`src/include/gdc_consts.svh`:
```
/*
  Constants of the grayscale converter control block: serial word layout,
  control codes and converter preset values.
  Assumes inclusion by bare name from the package and design files.
*/
`ifndef GDC_CONSTS_SVH
`define GDC_CONSTS_SVH

`define GDC_WORD_BITS     16
`define GDC_CNT_W         5
`define GDC_CODE_MSB      15
`define GDC_CODE_LSB      12
`define GDC_DATA_MSB      11
`define GDC_DATA_LSB      2
`define GDC_DATA_W        10
`define GDC_UPPER_PRESET  10'h3af
`define GDC_LOWER_PRESET  10'h028
`define GDC_CODE_NOP      4'h0
`define GDC_CODE_LD_A     4'h1
`define GDC_CODE_LD_B     4'h2
`define GDC_CODE_XFER     4'h8
`define GDC_CODE_LDX_A    4'h9
`define GDC_CODE_LDX_B    4'ha
`define GDC_CODE_WAKE     4'hd
`define GDC_CODE_SLEEP    4'he
`define GDC_CODE_LDX_AB   4'hf

`endif

```
`src/include/gdc_pkg.sv`:
```
/*
  Types of the grayscale converter control block.
  Assumes the constants header sits on the include path.
*/
`include "gdc_consts.svh"

package gdc_pkg;
  typedef logic [`GDC_DATA_W-1:0] gdc_code_t;
  typedef logic [3:0]             gdc_ctrl_t;
  // Serial receiver states, Gray coded along idle, shift, full
  typedef enum logic [1:0] {
    GDC_IDLE  = 2'b00,
    GDC_SHIFT = 2'b01,
    GDC_FULL  = 2'b11
  } gdc_rx_state_t;
endpackage

```
`src/hdl/gdc_sync.sv`:
```
/*
  Two-flip-flop synchroniser for one asynchronous pin.
  Assumes a single core clock and an asynchronous active-low reset.
*/
`timescale 1ns/10ps

module gdc_sync (
  input  wire logic core_clk,
  input  wire logic rst_n,
  input  wire logic rst_val,
  input  wire logic pin_in,
  output logic      sync_out
);
  logic meta_q;
  logic meta_d;
  logic sync_q;
  logic sync_d;

  // Next values: first stage samples the pin, second reads only the first
  always_comb begin
    meta_d = pin_in;
    sync_d = meta_q;
  end

  // Reset to the idle level given by the constant tie-off
  always_ff @(posedge core_clk or negedge rst_n) begin
    if (!rst_n) begin
      meta_q <= 1'b0;
      sync_q <= 1'b0;
    end else begin
      meta_q <= meta_d;
      sync_q <= sync_d;
    end
  end

  assign sync_out = sync_q ^ rst_val;
endmodule

```
`src/hdl/gdc_serial_rx.sv`:
```
/*
  Serial word receiver: shifts the data pin on rising serial clock edges
  while the load select is low and flags a valid word on its rising edge.
  Assumes synchronised inputs; serial clock well below half the core clock.
*/
`timescale 1ns/10ps
`include "gdc_consts.svh"

module gdc_serial_rx (
  input  wire logic                    core_clk,
  input  wire logic                    rst_n,
  input  wire logic                    sel_n,
  input  wire logic                    sck,
  input  wire logic                    din,
  output logic                         word_valid,
  output logic [`GDC_WORD_BITS-1:0]    word
);
  gdc_pkg::gdc_rx_state_t        st_q, st_d;
  logic [`GDC_WORD_BITS-1:0]     sh_q, sh_d;
  logic [`GDC_CNT_W-1:0]         cnt_q, cnt_d;
  logic                          sck_q, sck_d;
  logic                          vld_q, vld_d;
  logic                          sel_q, sel_d;

  // Shift control; early rise of select discards the word
  always_comb begin
    st_d  = st_q;
    sh_d  = sh_q;
    cnt_d = cnt_q;
    vld_d = 1'b0;
    sck_d = sck;
    sel_d = sel_n;
    case (st_q)
      gdc_pkg::GDC_IDLE: begin
        if (!sel_n && sel_q) begin
          cnt_d = '0;
          sh_d  = '0;
          st_d  = gdc_pkg::GDC_SHIFT;
        end
      end
      gdc_pkg::GDC_SHIFT: begin
        if (sel_n) begin
          sh_d = '0;
          st_d = gdc_pkg::GDC_IDLE;
        end else if (sck && !sck_q) begin
          sh_d  = {sh_q[`GDC_WORD_BITS-2:0], din};
          cnt_d = cnt_q + 5'h01;
          if (cnt_q == 5'(`GDC_WORD_BITS - 1)) begin
            st_d = gdc_pkg::GDC_FULL;
          end
        end
      end
      gdc_pkg::GDC_FULL: begin
        if (sel_n) begin
          vld_d = 1'b1;
          st_d  = gdc_pkg::GDC_IDLE;
        end
      end
      default: st_d = gdc_pkg::GDC_IDLE;
    endcase
  end

  // State registers
  always_ff @(posedge core_clk or negedge rst_n) begin
    if (!rst_n) begin
      st_q  <= gdc_pkg::GDC_IDLE;
      sh_q  <= '0;
      cnt_q <= '0;
      sck_q <= 1'b0;
      vld_q <= 1'b0;
      sel_q <= 1'b1;
    end else begin
      st_q  <= st_d;
      sh_q  <= sh_d;
      cnt_q <= cnt_d;
      sck_q <= sck_d;
      vld_q <= vld_d;
      sel_q <= sel_d;
    end
  end

  assign word_valid = vld_q;
  assign word       = sh_q;
endmodule

```
`src/hdl/gdc_power_ctrl.sv`:
```
/*
  Control logic of a grayscale reference generator: double-buffered
  converter registers, sleep state, shutdown arbitration and common
  electrode / tap-4 switch selection.
  Assumes a host drives the serial port and static pins asynchronously;
  power-on reset is rst_n. All outputs are registered.
*/
`timescale 1ns/10ps
`include "gdc_consts.svh"

// Contract
// - Valid completed write loads addressed input register
// - Control code moves inputs to converter registers
// - Power-on presets upper 3af, lower 028
// - Power-on state is awake
// - Low pin or sleep gives full shutdown
// - Serial logic keeps running during shutdown
// - Waking uses last accepted register contents
// - Registers and sleep state are retained
// - Both group inputs high disable mid buffers
// - Pin low and sleep override group inputs
// - Electrode selection always active
// - Mode high selects supply by polarity
// - Tap-4 switch high: open, buffer on
// - Word is four code, ten data, two spare
// - Load and transfer codes as tabulated
// - Sleep, wake and no-operation codes
// - Early select rise discards the word
module gdc_power_ctrl (
  input  wire logic                   core_clk,
  input  wire logic                   rst_n,
  input  wire logic                   load_select_n,
  input  wire logic                   serial_clk,
  input  wire logic                   serial_data,
  input  wire logic                   power_shutdown_n,
  input  wire logic                   mid_buffer_off_a,
  input  wire logic                   mid_buffer_off_b,
  input  wire logic                   electrode_mode_select,
  input  wire logic                   polarity_invert,
  input  wire logic                   tap4_switch_n,
  output logic [`GDC_DATA_W-1:0]      upper_dac_code,
  output logic [`GDC_DATA_W-1:0]      lower_dac_code,
  output logic                        sleep_state,
  output logic                        full_shutdown,
  output logic                        end_buffers_oe_n,
  output logic                        mid_buffers_oe_n,
  output logic                        tap4_buffer_oe_n,
  output logic                        tap4_output_to_com,
  output logic                        com_sel_external,
  output logic                        com_sel_supply,
  output logic                        com_sel_ground
);
  logic                   sel_s;
  logic                   sck_s;
  logic                   din_s;
  logic                   psk_s;
  logic                   gsa_s;
  logic                   gsb_s;
  logic                   cm_s;
  logic                   pol_s;
  logic                   cv4_s;
  logic                   word_valid;
  logic [`GDC_WORD_BITS-1:0] word;
  gdc_pkg::gdc_ctrl_t     code;
  gdc_pkg::gdc_code_t     data;

  gdc_pkg::gdc_code_t     in_a_q, in_a_d;
  gdc_pkg::gdc_code_t     in_b_q, in_b_d;
  gdc_pkg::gdc_code_t     dac_a_q, dac_a_d;
  gdc_pkg::gdc_code_t     dac_b_q, dac_b_d;
  logic                   sleep_q, sleep_d;

  logic                   full_q, full_d;
  logic                   end_oe_n_q, end_oe_n_d;
  logic                   mid_oe_n_q, mid_oe_n_d;
  logic                   t4_oe_n_q, t4_oe_n_d;
  logic                   t4_com_q, t4_com_d;
  logic                   c_ext_q, c_ext_d;
  logic                   c_sup_q, c_sup_d;
  logic                   c_gnd_q, c_gnd_d;

  // Pin synchronisers; select and shutdown pin idle high, others idle low,
  // so no false shutdown pulse follows the release of reset
  gdc_sync u_sync_sel (.core_clk(core_clk), .rst_n(rst_n), .rst_val(1'b1),
                       .pin_in(~load_select_n), .sync_out(sel_s));
  gdc_sync u_sync_sck (.core_clk(core_clk), .rst_n(rst_n), .rst_val(1'b0),
                       .pin_in(serial_clk), .sync_out(sck_s));
  gdc_sync u_sync_din (.core_clk(core_clk), .rst_n(rst_n), .rst_val(1'b0),
                       .pin_in(serial_data), .sync_out(din_s));
  gdc_sync u_sync_psk (.core_clk(core_clk), .rst_n(rst_n), .rst_val(1'b1),
                       .pin_in(~power_shutdown_n), .sync_out(psk_s));
  gdc_sync u_sync_gsa (.core_clk(core_clk), .rst_n(rst_n), .rst_val(1'b0),
                       .pin_in(mid_buffer_off_a), .sync_out(gsa_s));
  gdc_sync u_sync_gsb (.core_clk(core_clk), .rst_n(rst_n), .rst_val(1'b0),
                       .pin_in(mid_buffer_off_b), .sync_out(gsb_s));
  gdc_sync u_sync_cm  (.core_clk(core_clk), .rst_n(rst_n), .rst_val(1'b0),
                       .pin_in(electrode_mode_select), .sync_out(cm_s));
  gdc_sync u_sync_pol (.core_clk(core_clk), .rst_n(rst_n), .rst_val(1'b0),
                       .pin_in(polarity_invert), .sync_out(pol_s));
  gdc_sync u_sync_cv4 (.core_clk(core_clk), .rst_n(rst_n), .rst_val(1'b0),
                       .pin_in(tap4_switch_n), .sync_out(cv4_s));

  // Serial receiver runs whatever the power state
  gdc_serial_rx u_rx (
    .core_clk   (core_clk),
    .rst_n      (rst_n),
    .sel_n      (sel_s),
    .sck        (sck_s),
    .din        (din_s),
    .word_valid (word_valid),
    .word       (word)
  );

  // Word fields: code on top, data next, two spare bits ignored
  assign code = word[`GDC_CODE_MSB:`GDC_CODE_LSB];
  assign data = word[`GDC_DATA_MSB:`GDC_DATA_LSB];

  // Command decode into input registers, converter registers and sleep
  always_comb begin
    in_a_d  = in_a_q;
    in_b_d  = in_b_q;
    dac_a_d = dac_a_q;
    dac_b_d = dac_b_q;
    sleep_d = sleep_q;
    if (word_valid) begin
      case (code)
        `GDC_CODE_LD_A: in_a_d = data;
        `GDC_CODE_LD_B: in_b_d = data;
        `GDC_CODE_XFER: begin
          dac_a_d = in_a_q;
          dac_b_d = in_b_q;
          sleep_d = 1'b0;
        end
        `GDC_CODE_LDX_A: begin
          in_a_d  = data;
          dac_a_d = data;
          dac_b_d = in_b_q;
          sleep_d = 1'b0;
        end
        `GDC_CODE_LDX_B: begin
          in_b_d  = data;
          dac_a_d = in_a_q;
          dac_b_d = data;
          sleep_d = 1'b0;
        end
        `GDC_CODE_LDX_AB: begin
          in_a_d  = data;
          in_b_d  = data;
          dac_a_d = data;
          dac_b_d = data;
          sleep_d = 1'b0;
        end
        `GDC_CODE_WAKE:  sleep_d = 1'b0;
        `GDC_CODE_SLEEP: sleep_d = 1'b1;
        default: sleep_d = sleep_q;
      endcase
    end
  end

  // Stored converter state; converters keep codes loaded while asleep
  always_ff @(posedge core_clk or negedge rst_n) begin
    if (!rst_n) begin
      in_a_q  <= `GDC_UPPER_PRESET;
      in_b_q  <= `GDC_LOWER_PRESET;
      dac_a_q <= `GDC_UPPER_PRESET;
      dac_b_q <= `GDC_LOWER_PRESET;
      sleep_q <= 1'b0;
    end else begin
      in_a_q  <= in_a_d;
      in_b_q  <= in_b_d;
      dac_a_q <= dac_a_d;
      dac_b_q <= dac_b_d;
      sleep_q <= sleep_d;
    end
  end

  // Shutdown arbitration and electrode switch selection
  always_comb begin
    full_d     = !psk_s || sleep_q;
    end_oe_n_d = full_d;
    mid_oe_n_d = full_d || (gsa_s && gsb_s);
    t4_com_d   = !cv4_s;
    t4_oe_n_d  = full_d || !cv4_s;
    c_ext_d    = !cm_s;
    c_sup_d    = cm_s && pol_s;
    c_gnd_d    = cm_s && !pol_s;
  end

  // Output selection registers
  always_ff @(posedge core_clk or negedge rst_n) begin
    if (!rst_n) begin
      full_q     <= 1'b0;
      end_oe_n_q <= 1'b0;
      mid_oe_n_q <= 1'b0;
      t4_oe_n_q  <= 1'b1;
      t4_com_q   <= 1'b1;
      c_ext_q    <= 1'b1;
      c_sup_q    <= 1'b0;
      c_gnd_q    <= 1'b0;
    end else begin
      full_q     <= full_d;
      end_oe_n_q <= end_oe_n_d;
      mid_oe_n_q <= mid_oe_n_d;
      t4_oe_n_q  <= t4_oe_n_d;
      t4_com_q   <= t4_com_d;
      c_ext_q    <= c_ext_d;
      c_sup_q    <= c_sup_d;
      c_gnd_q    <= c_gnd_d;
    end
  end

  assign upper_dac_code     = dac_a_q;
  assign lower_dac_code     = dac_b_q;
  assign sleep_state        = sleep_q;
  assign full_shutdown      = full_q;
  assign end_buffers_oe_n   = end_oe_n_q;
  assign mid_buffers_oe_n   = mid_oe_n_q;
  assign tap4_buffer_oe_n   = t4_oe_n_q;
  assign tap4_output_to_com = t4_com_q;
  assign com_sel_external   = c_ext_q;
  assign com_sel_supply     = c_sup_q;
  assign com_sel_ground     = c_gnd_q;
endmodule

```
`config.mk`:
```
export PLATFORM = sky130hd
export DESIGN_NAME = gdc_power_ctrl
export DESIGN_NICKNAME = d
export VERILOG_FILES = /design/src/include/gdc_pkg.sv /design/src/hdl/gdc_sync.sv /design/src/hdl/gdc_serial_rx.sv /design/src/hdl/gdc_power_ctrl.sv
export VERILOG_INCLUDE_DIRS = /design/src /design/src/include
export SDC_FILE = /design/constraint.sdc
export NUM_CORES = 1
export LEC_CHECK = 0
export BUFFER_PORTS_ARGS = -buffer_cell sky130_fd_sc_hd__clkbuf_2
export CAP_MARGIN = 10
export CORE_MARGIN = 4
export CORE_UTILIZATION = 40
export CTS_CLUSTER_SIZE = 28
export DETAILED_ROUTE_END_ITERATION = 8
export HOLD_SLACK_MARGIN = 0.03
export SLEW_MARGIN = 10
export SYNTH_ARGS = -nofsm -noshare
export SYNTH_HDL_FRONTEND = slang
export SYNTH_SLANG_ARGS = --single-unit
```
`constraint.sdc`:
```
create_clock -name core_clk -period 4.8 [get_ports core_clk]
set_input_delay 0.24 -clock core_clk [delete_from_list [all_inputs] [get_ports core_clk]]
set_output_delay 0.24 -clock core_clk [all_outputs]
set_load 0.005 [all_outputs]
```
[After elaboration in Yosys (flattened, before gate mapping)]
Index checks and enable logic that the tools add are counted.
W data, S select, Z words.
Storage, ports and cells
  register bits: 92
  bits of input ports: 11
  output and inout port bits: 29
Cells by class
  $add $sub $neg: 1
  eq/ne operators: 17
  multiplexer cells: 19
  bitwise operators: 3
  reductions and logical operators: 32
Operators with widths (number)
  $mux W16: 3
  $pmux W10 S2: 2
  $pmux W16 S2: 1
  $eq A4 B4 Y1 const B: 6
  $mux W5: 3
  $mux W2: 5
  $pmux W5 S2: 1
  $reduce_and A2 Y1: 5
  $reduce_and A4 Y1: 2
  $reduce_bool A2 Y1: 4
  $reduce_or A2 Y1: 4
  $ne A3 B2 Y1 const B: 2
  $pmux W2 S3: 1
  $reduce_or A3 Y1: 2
  $add A5 B1 Y5 const B: 1
  $eq A5 B4 Y1 const B: 1
  $logic_and A1 B1 Y1: 5
  $reduce_or A5 Y1: 1
  $eq A4 B1 Y1 const B: 1
  $eq A4 B2 Y1 const B: 1
  $logic_not A1 Y1: 4
  $ne A2 B1 Y1 const B: 2
  $ne A2 B2 Y1 const B: 2
  $logic_or A1 B1 Y1: 3
  other kinds (7): 10

[Longest topological paths before layout]
Gate-level depths: netlist (run 1).
  word-level depth: 5
  gate-level depth with buffers: 6

[Hierarchy]
Synthesis (run 1) repeated with hierarchy kept, for this count alone.
Unflattened totals
  cell total of the unflattened synthesis: 346
  area total of the unflattened synthesis: 4016.4 um^2
By module, submodules not included
  gdc_power_ctrl: times used 1, cells an instance 200, area an instance 2220.9 um^2, sequential area each 1229.9 um^2
  gdc_serial_rx: times used 1, cells an instance 119, area an instance 1266.2 um^2, sequential area each 651.9 um^2
  gdc_sync: times used 9, cells an instance 3, area an instance 58.8 um^2, sequential area each 50.0 um^2

[Least setup slack after synthesis (run 1)]
Ideal clock, no wire load.
  path type: reg-to-reg
  from: register u_rx.sel_q
  to: register u_rx.sh_q[10], in the netlist u_rx.word[10]
  library setup time: 0.079 ns
  arrival: 1.478 ns
  slack: 3.243 ns
  cell stages (with the launch flop): 6
  path buffers: 1
  cell sequence: dfstp_2 -> nor2b_2 -> nand2_1 -> a21oi_2 -> buf_6 -> mux2i_1
On the way
  word-level cells in the longest chain between the ends: 3
RTL lines
  from (decl): line gdc_serial_rx.sv:23  | logic sel_q, sel_d;
  from (signal assigned): line gdc_serial_rx.sv:78  | sel_q <= sel_d;
  $logic_and A1 B1 Y1: line gdc_serial_rx.sv:35  | if (!sel_n && sel_q) begin
  $ne A2 B1 Y1 (no source line)
  $reduce_and A3 Y1 (no source line)
  to (signal assigned): line gdc_serial_rx.sv:67  | sh_q <= '0;
  to (signal assigned): line gdc_serial_rx.sv:74  | sh_q <= sh_d;
  to (decl): line gdc_serial_rx.sv:19  | logic [`GDC_WORD_BITS-1:0] sh_q, sh_d;
Every way passes these cells.
A chain may end at the register's enable or synchronous reset.

[Worst setup path after layout (run 1)]
  from: register u_rx.sh_q[14], in the netlist u_rx.word[14]
  to: register in_a_q[6]
On the way
  word-level cells in the longest chain between the ends: 3
  elaborated cells between the ends (all ways): 5
RTL lines
  $eq A4 B4 Y1 / $eq A4 B1 Y1 (equally long branches): line gdc_power_ctrl.sv:126  | case (code)
  $reduce_or A3 Y1 (no source line) *
  $reduce_and A2 Y1 (no source line) *
  to (signal assigned): line gdc_power_ctrl.sv:163  | in_a_q <= `GDC_UPPER_PRESET;
  to (signal assigned): line gdc_power_ctrl.sv:169  | in_a_q <= in_a_d;
  to (decl): line gdc_power_ctrl.sv:67  | gdc_pkg::gdc_code_t in_a_q, in_a_d;
Every way passes the cells marked *; elsewhere a longest branch is shown, timed or not.

==> results.py, run 1 <==
metrics = {
    "synthesis": {
        "synth-seq-cells": 92,
        "yosys.area_share.simple_pct": 9.032,
        "synthArstFlopShare_pct": 100.0,
        "synthTopCellsByArea": "dfrtp_1, dfstp_2, mux2i_1",
        "synth_top_area_share_pct": 46.35,
        "yosysMostFrequentCell": "dfrtp_1",
        "synthMuxAreaShare_pct": 16.22,
        "ys_types": 34,
        "syn_avg_cell_area_um2": 12.36,
        "syn_area_mm2": 0.003671,
        "synth_area_leader_cell": "dfrtp_1",
        "synth_fp_nets": 310,
        "syn_inst": 297,
        "ys_seq_area_share_pct": 63.53,
        "synth_top_family_by_area": "multiplexers",
        "yosys_most_used_dff": "dfrtp_1",
        "synth_adder_area_share_pct": 0.6817,
        "synthTopCellsByCount": "dfrtp_1, nand2_1, mux2i_1, dfstp_2, inv_1",
        "synthesis.yosys.warnings": 0,
        "synth_compound_area_share_pct": 5.930,
        "synthXorXnorAreaFrac_pct": 0.2386,
        "synth_edf_count": 0,
    },
    "clock_tree": {
        "clk_transition_reported_paths_ns": 0.09,
        "post_cts_buffers": 0,
        "post_cts_resized": 0,
        "holdBufCountCts": 10,
        "clock-root-buffer": "clkbuf_8",
        "cts_buffer_depth": 2,
        "cts_buffers": 9,
        "htree_levels": 3,
        "cts_tree": "built",
        "clock-sinks": 92,
        "clock_latency_ns": 0.36,
    },
    "drt": {
        "via_per_inst": 4.823,
        "drt_iter0_markers": 64,
        "detail-route-antenna-nets": 0,
        "wire_per_inst_um": 13.17,
        "route.vias.total": 2228,
        "post-route-drc-count": 0,
        "dr.pass1.iters": 4,
        "drt-total-wl_mm": 6.086,
    },
    "pwr": {
        "vdd_drop_max_uv": 131.2,
        "p_leak_nw": 1.895,
        "power_density_mw_per_mm2": 326.4,
    },
    "floorplan": {
        "num_rows": 34,
        "die_h_um": 103.8,
        "die_area_mm2": 0.01077,
        "start_util_pct": 41.69,
        "boundaryPins": 40,
        "dieWidth_um": 103.8,
        "core_area_mm2": 0.008806,
    },
    "global_routing": {
        "grt_pass1_wl_mm": 11.14,
        "grt_use_total_pct": 12.69,
        "gr-total-overflow": 0,
        "grt_max_degree": 65,
        "grt_pass1_vias": 2292,
        "antenna_found_initial": 0,
    },
    "timing": {
        "setup_viol": 0,
        "clock.fmax_ghz": 0.5726,
        "final_hold_viol_count": 0,
        "tns_ns": 0,
        "period_share_pct": 36.38,
        "fin_crit_ns": 1.746,
        "rsz0062_at_grt": "false",
        "tightest_slew_ns": 0.7794,
        "skew_ns": 0.01534,
        "max_slew_margin_pct": 48.04,
        "drv_slew": 0,
    },
    "setup_path": {
        "start_kind": "flip-flop",
        "cp_max_fo": 10,
        "cp.required_ns": 5.05,
        "cp.arrival_ns": 1.99,
        "path_class": "reg2reg",
        "endpoint_kind": "flip-flop",
    },
    "hold_path": {
        "min_path_type": "in2async",
    },
    "cells_and_area": {
        "layout.nets": 362,
        "final_cells": 462,
        "n_antenna_cell": 0,
        "syn_to_final_growth_pct": 16.70,
        "fin_area_mm2": 0.004284,
        "drive_above_1_share_pct": 31.64,
    },
    "flow_run": {
        "maxCapViolCount": 0,
    },
    "placed_design": {
        "dp_cells": 436,
        "portBuffers": 39,
        "hpwl_mm": 4.083,
        "place_area_mm2": 0.003974,
        "globalplace.congestion": 0.7157,
    },
    "run_status": {
        "outcome": "completed",
    },
}
[sequential cells by signal, summed over array words and instances (netlist names), 2 cells and up]
register,count
u_rx.word,16
in_a_q,10
in_b_q,10
lower_dac_code,10
upper_dac_code,10
u_rx.cnt_q,5
u_rx.st_q,2
[routing by layer]
layer  vias to the layer above  global-route usage [%]  part of all wire [%]
li1                       1084                       -                     -
met1                      1100                   16.15                    45
met2                        33                   20.89                    49
met3                        11                   2.985                   3.1
met4                         0                   5.128                   2.2
met5                         -                       0                     0
[cells in the final DEF (no fill, tap or decap), types with 2 or more instances in the layout]
master and n:
nor2b_1 2, clkinv_4 3, nand3_1 4, dlygate4sd3_1 10, clkbuf_8 10, clkbuf_2 38
ha_1 2, o21ai_1 6, a21oi_1 3, mux2i_1 37, and3_1 4, nor2_1 5
dfstp_2 24, nand2_1 49, o21ai_0 21, dfrtp_1 68, inv_1 24, buf_4 5
mux2_2 20
[critical path, cell delays in order (launching register included)]
cell and delay [ns]:
dfrtp_1 0.55, nand3_1 0.11, o21ai_0 0.08, and3_1 0.52, mux2_2 0.39
[through the flow]
stage	utilization (%)	setup WS [ns]	power (mW)	hold WS, ns
after floorplan	-	3.243	0.8480	-0.05559
after global placement	45.13	3.071	0.8750	0.1808
after detailed placement	45.13	3.033	0.8770	0.1851
after CTS	48.65	3.018	1.420	0.3395
after global routing	48.65	2.921	1.463	0.3504
final	48.65	3.054	1.398	0.3339
[final timing paths]
kind,start,end,slack (ns),cells past startpoint
worst min register to register,u_sync_sck.meta_q,u_sync_sck.sync_q,0.35,0
worst max register to register,u_rx.word[14],in_a_q[6],3.05,4
worst min-delay path,rst_n,u_sync_gsb.sync_q,0.33,2
worst max-delay path,u_rx.word[14],in_a_q[6],3.05,4
max in group asynchronous,rst_n,u_rx.word[4],3.37,3
min in group core_clk,u_sync_sck.meta_q,u_sync_sck.sync_q,0.35,0
[cells by family after synthesis]
kind of cell	count (synthesis)
AO/OA/AOI/OAI	36
XOR/XNOR	1
adder cells (fa/ha/maj)	2
buffers and inverters	36
flip-flops	92
multiplexers	57
AND/OR/NAND/NOR	73
[power by group]
group          switching (mW)  internal, mW  total, mW
clock                   0.273         0.259      0.532
combinational          0.0348        0.0247     0.0595
sequential             0.0112         0.795      0.807
total                   0.319          1.08       1.40
[cell type report]
cell class,count,area (µm²)
Tap cell,108,135.1
Sequential cell,92,2332
Timing Repair Buffer,53,327.8
Fill cell,824,4522
Inverter,24,90.09
Multi-Input combinational cell,169,1189
Clock buffer,10,137.6
Clock inverter,6,72.57
Note: power is estimated with default switching activity, not from simulation.
==> run 2: changes to the inputs <==
clock period = 1.7 ns   (was 4.8 ns; I/O delays follow)
==> results.py, run 2 (synthesis results as in run 1) <==
metrics = {
    "setup_path": {
        "cp.arrival_ns": 1.83,
        "cp_slowest_cell": "dfrtp_1",
        "cp_max_fo": 10,
        "endpoint_kind": "flip-flop",
        "max_stage_delay_ns": 0.47,
        "start_kind": "flip-flop",
        "reg2reg_slack_ns": 0.11,
        "cp-startpoint": "u_rx.word[12]",
        "path_delay_family": "flip-flops",
        "path_class": "reg2reg",
        "path_cells": "nor2b_1 -> nor4_2 -> buf_4 -> mux2i_1 -> o21ai_0",
        "critPathCapture": "lower_dac_code[6]",
        "path_depth": 5,
        "r2r_start": "u_rx.word[12]",
        "critical_path_buf_inv_count": 1,
        "cp.required_ns": 1.93,
        "r2r_cells": 5,
        "reg2reg_to": "lower_dac_code[6]",
    },
    "clock_tree": {
        "clk_transition_reported_paths_ns": 0.09,
        "cts_tree": "built",
        "cts_buffers": 9,
        "post_cts_resized": 0,
        "clock-sinks": 92,
        "cts_buffer_depth": 2,
        "htree_levels": 3,
        "clock-root-buffer": "clkbuf_8",
        "post_cts_buffers": 0,
        "clock_latency_ns": 0.35,
    },
    "flow_run": {
        "maxCapViolCount": 0,
    },
    "cells_and_area": {
        "syn_to_final_growth_pct": 19.77,
        "most-common-layout-cells": "dfrtp_1, nand2_1, clkbuf_2",
        "layout.nets": 370,
        "fin_area_mm2": 0.004397,
        "n_antenna_cell": 0,
        "final_core_utilization_pct": 49.93,
        "final_common_cell": "dfrtp_1",
        "largest_reg_flops": 16,
        "drive_above_1_share_pct": 32.87,
        "final_cells": 470,
    },
    "timing": {
        "max_slew_margin_pct": 70.20,
        "setup_viol": 0,
        "drv_slew": 0,
        "tns_ns": 0,
        "tightest_slew_ns": 0.4470,
        "clock.fmax_ghz": 0.6277,
        "setup_slack_ns": 0.1070,
        "final_hold_viol_count": 0,
        "rsz0062_at_grt": "false",
        "fin_crit_ns": 1.593,
        "period_share_pct": 93.71,
        "skew_ns": 0.008527,
        "holdWs_ns": 0.2196,
    },
    "global_routing": {
        "gr-total-overflow": 0,
        "grt_use_total_pct": 12.99,
        "grt_pass1_vias": 2323,
        "antenna_found_initial": 0,
        "grt_max_degree": 41,
        "grt_pass1_wl_mm": 11.39,
    },
    "floorplan": {
        "die_area_mm2": 0.01077,
        "dieWidth_um": 103.8,
        "num_rows": 34,
        "boundaryPins": 40,
        "start_util_pct": 41.69,
        "die_h_um": 103.8,
        "core_area_mm2": 0.008806,
    },
    "drt": {
        "route.vias.total": 2232,
        "via_per_inst": 4.749,
        "wire_per_inst_um": 13.63,
        "drt-total-wl_mm": 6.407,
        "dr.pass1.iters": 4,
        "drt_iter0_markers": 64,
        "detail-route-antenna-nets": 0,
        "post-route-drc-count": 0,
    },
    "placed_design": {
        "place_area_mm2": 0.004084,
        "hpwl_mm": 4.243,
        "place_ws_ns": 0.1170,
        "portBuffers": 39,
        "dp_cells": 444,
        "globalplace.congestion": 0.8056,
    },
    "pwr": {
        "vdd_drop_max_uv": 399.6,
        "power_mw": 3.997,
        "p_leak_nw": 1.944,
        "power_density_mw_per_mm2": 909.1,
    },
    "run_status": {
        "outcome": "completed",
    },
    "hold_path": {
        "min_path_type": "in2async",
    },
}
[run 2: layer usage]
metal  part of all wire (%)  global-route usage (%)
met1                     49                   17.98
met2                     46                   19.73
met3                    3.6                   2.736
met4                    1.7                   5.793
met5                      0                       0
[run 2: worst register-to-register path: cells and delay by family, from the launching register on]
family	cells	cell delay, ns
flip-flops	1	0.47
AND/OR/NAND/NOR	2	0.45
buffers and inverters	1	0.26
multiplexers	1	0.21
AO/OA/AOI/OAI	1	0.08
[run 2: repair_timing]
item / 4_1_cts / 5_1_grt
endpoints found under the setup margin: 0 / 0
hold buffers: 10 / 0
endpoints found under the hold margin: 40 / 0
[run 2: power by group]
group,internal [mW],total [mW],switching [mW]
Sequential,2.25,2.28,0.0309
Combinational,0.0802,0.183,0.103
Clock,0.769,1.54,0.768
[run 2: worst min-delay path by stage]
stage / from / end / slack, ns / depth (start not counted)
after detailed placement: rst_n / lower_dac_code[7] / 0.07 / 1
after floorplan: rst_n / com_sel_ground / -0.21 / 0
after global placement: rst_n / lower_dac_code[7] / 0.07 / 1
after global routing: rst_n / lower_dac_code[6] / 0.25 / 2
final: rst_n / in_b_q[6] / 0.22 / 2
after CTS: rst_n / in_b_q[6] / 0.22 / 2
[run 2: area by class of cell]
| type | instances | area, µm² |
|---|---|---|
| Multi-Input combinational cell | 169 | 1189 |
| Tap cell | 108 | 135.1 |
| Timing Repair Buffer | 61 | 437.9 |
| Clock buffer | 11 | 152.6 |
| Sequential cell | 92 | 2332 |
| Fill cell | 772 | 4409 |
| Inverter | 24 | 90.09 |
| Clock inverter | 5 | 60.06 |
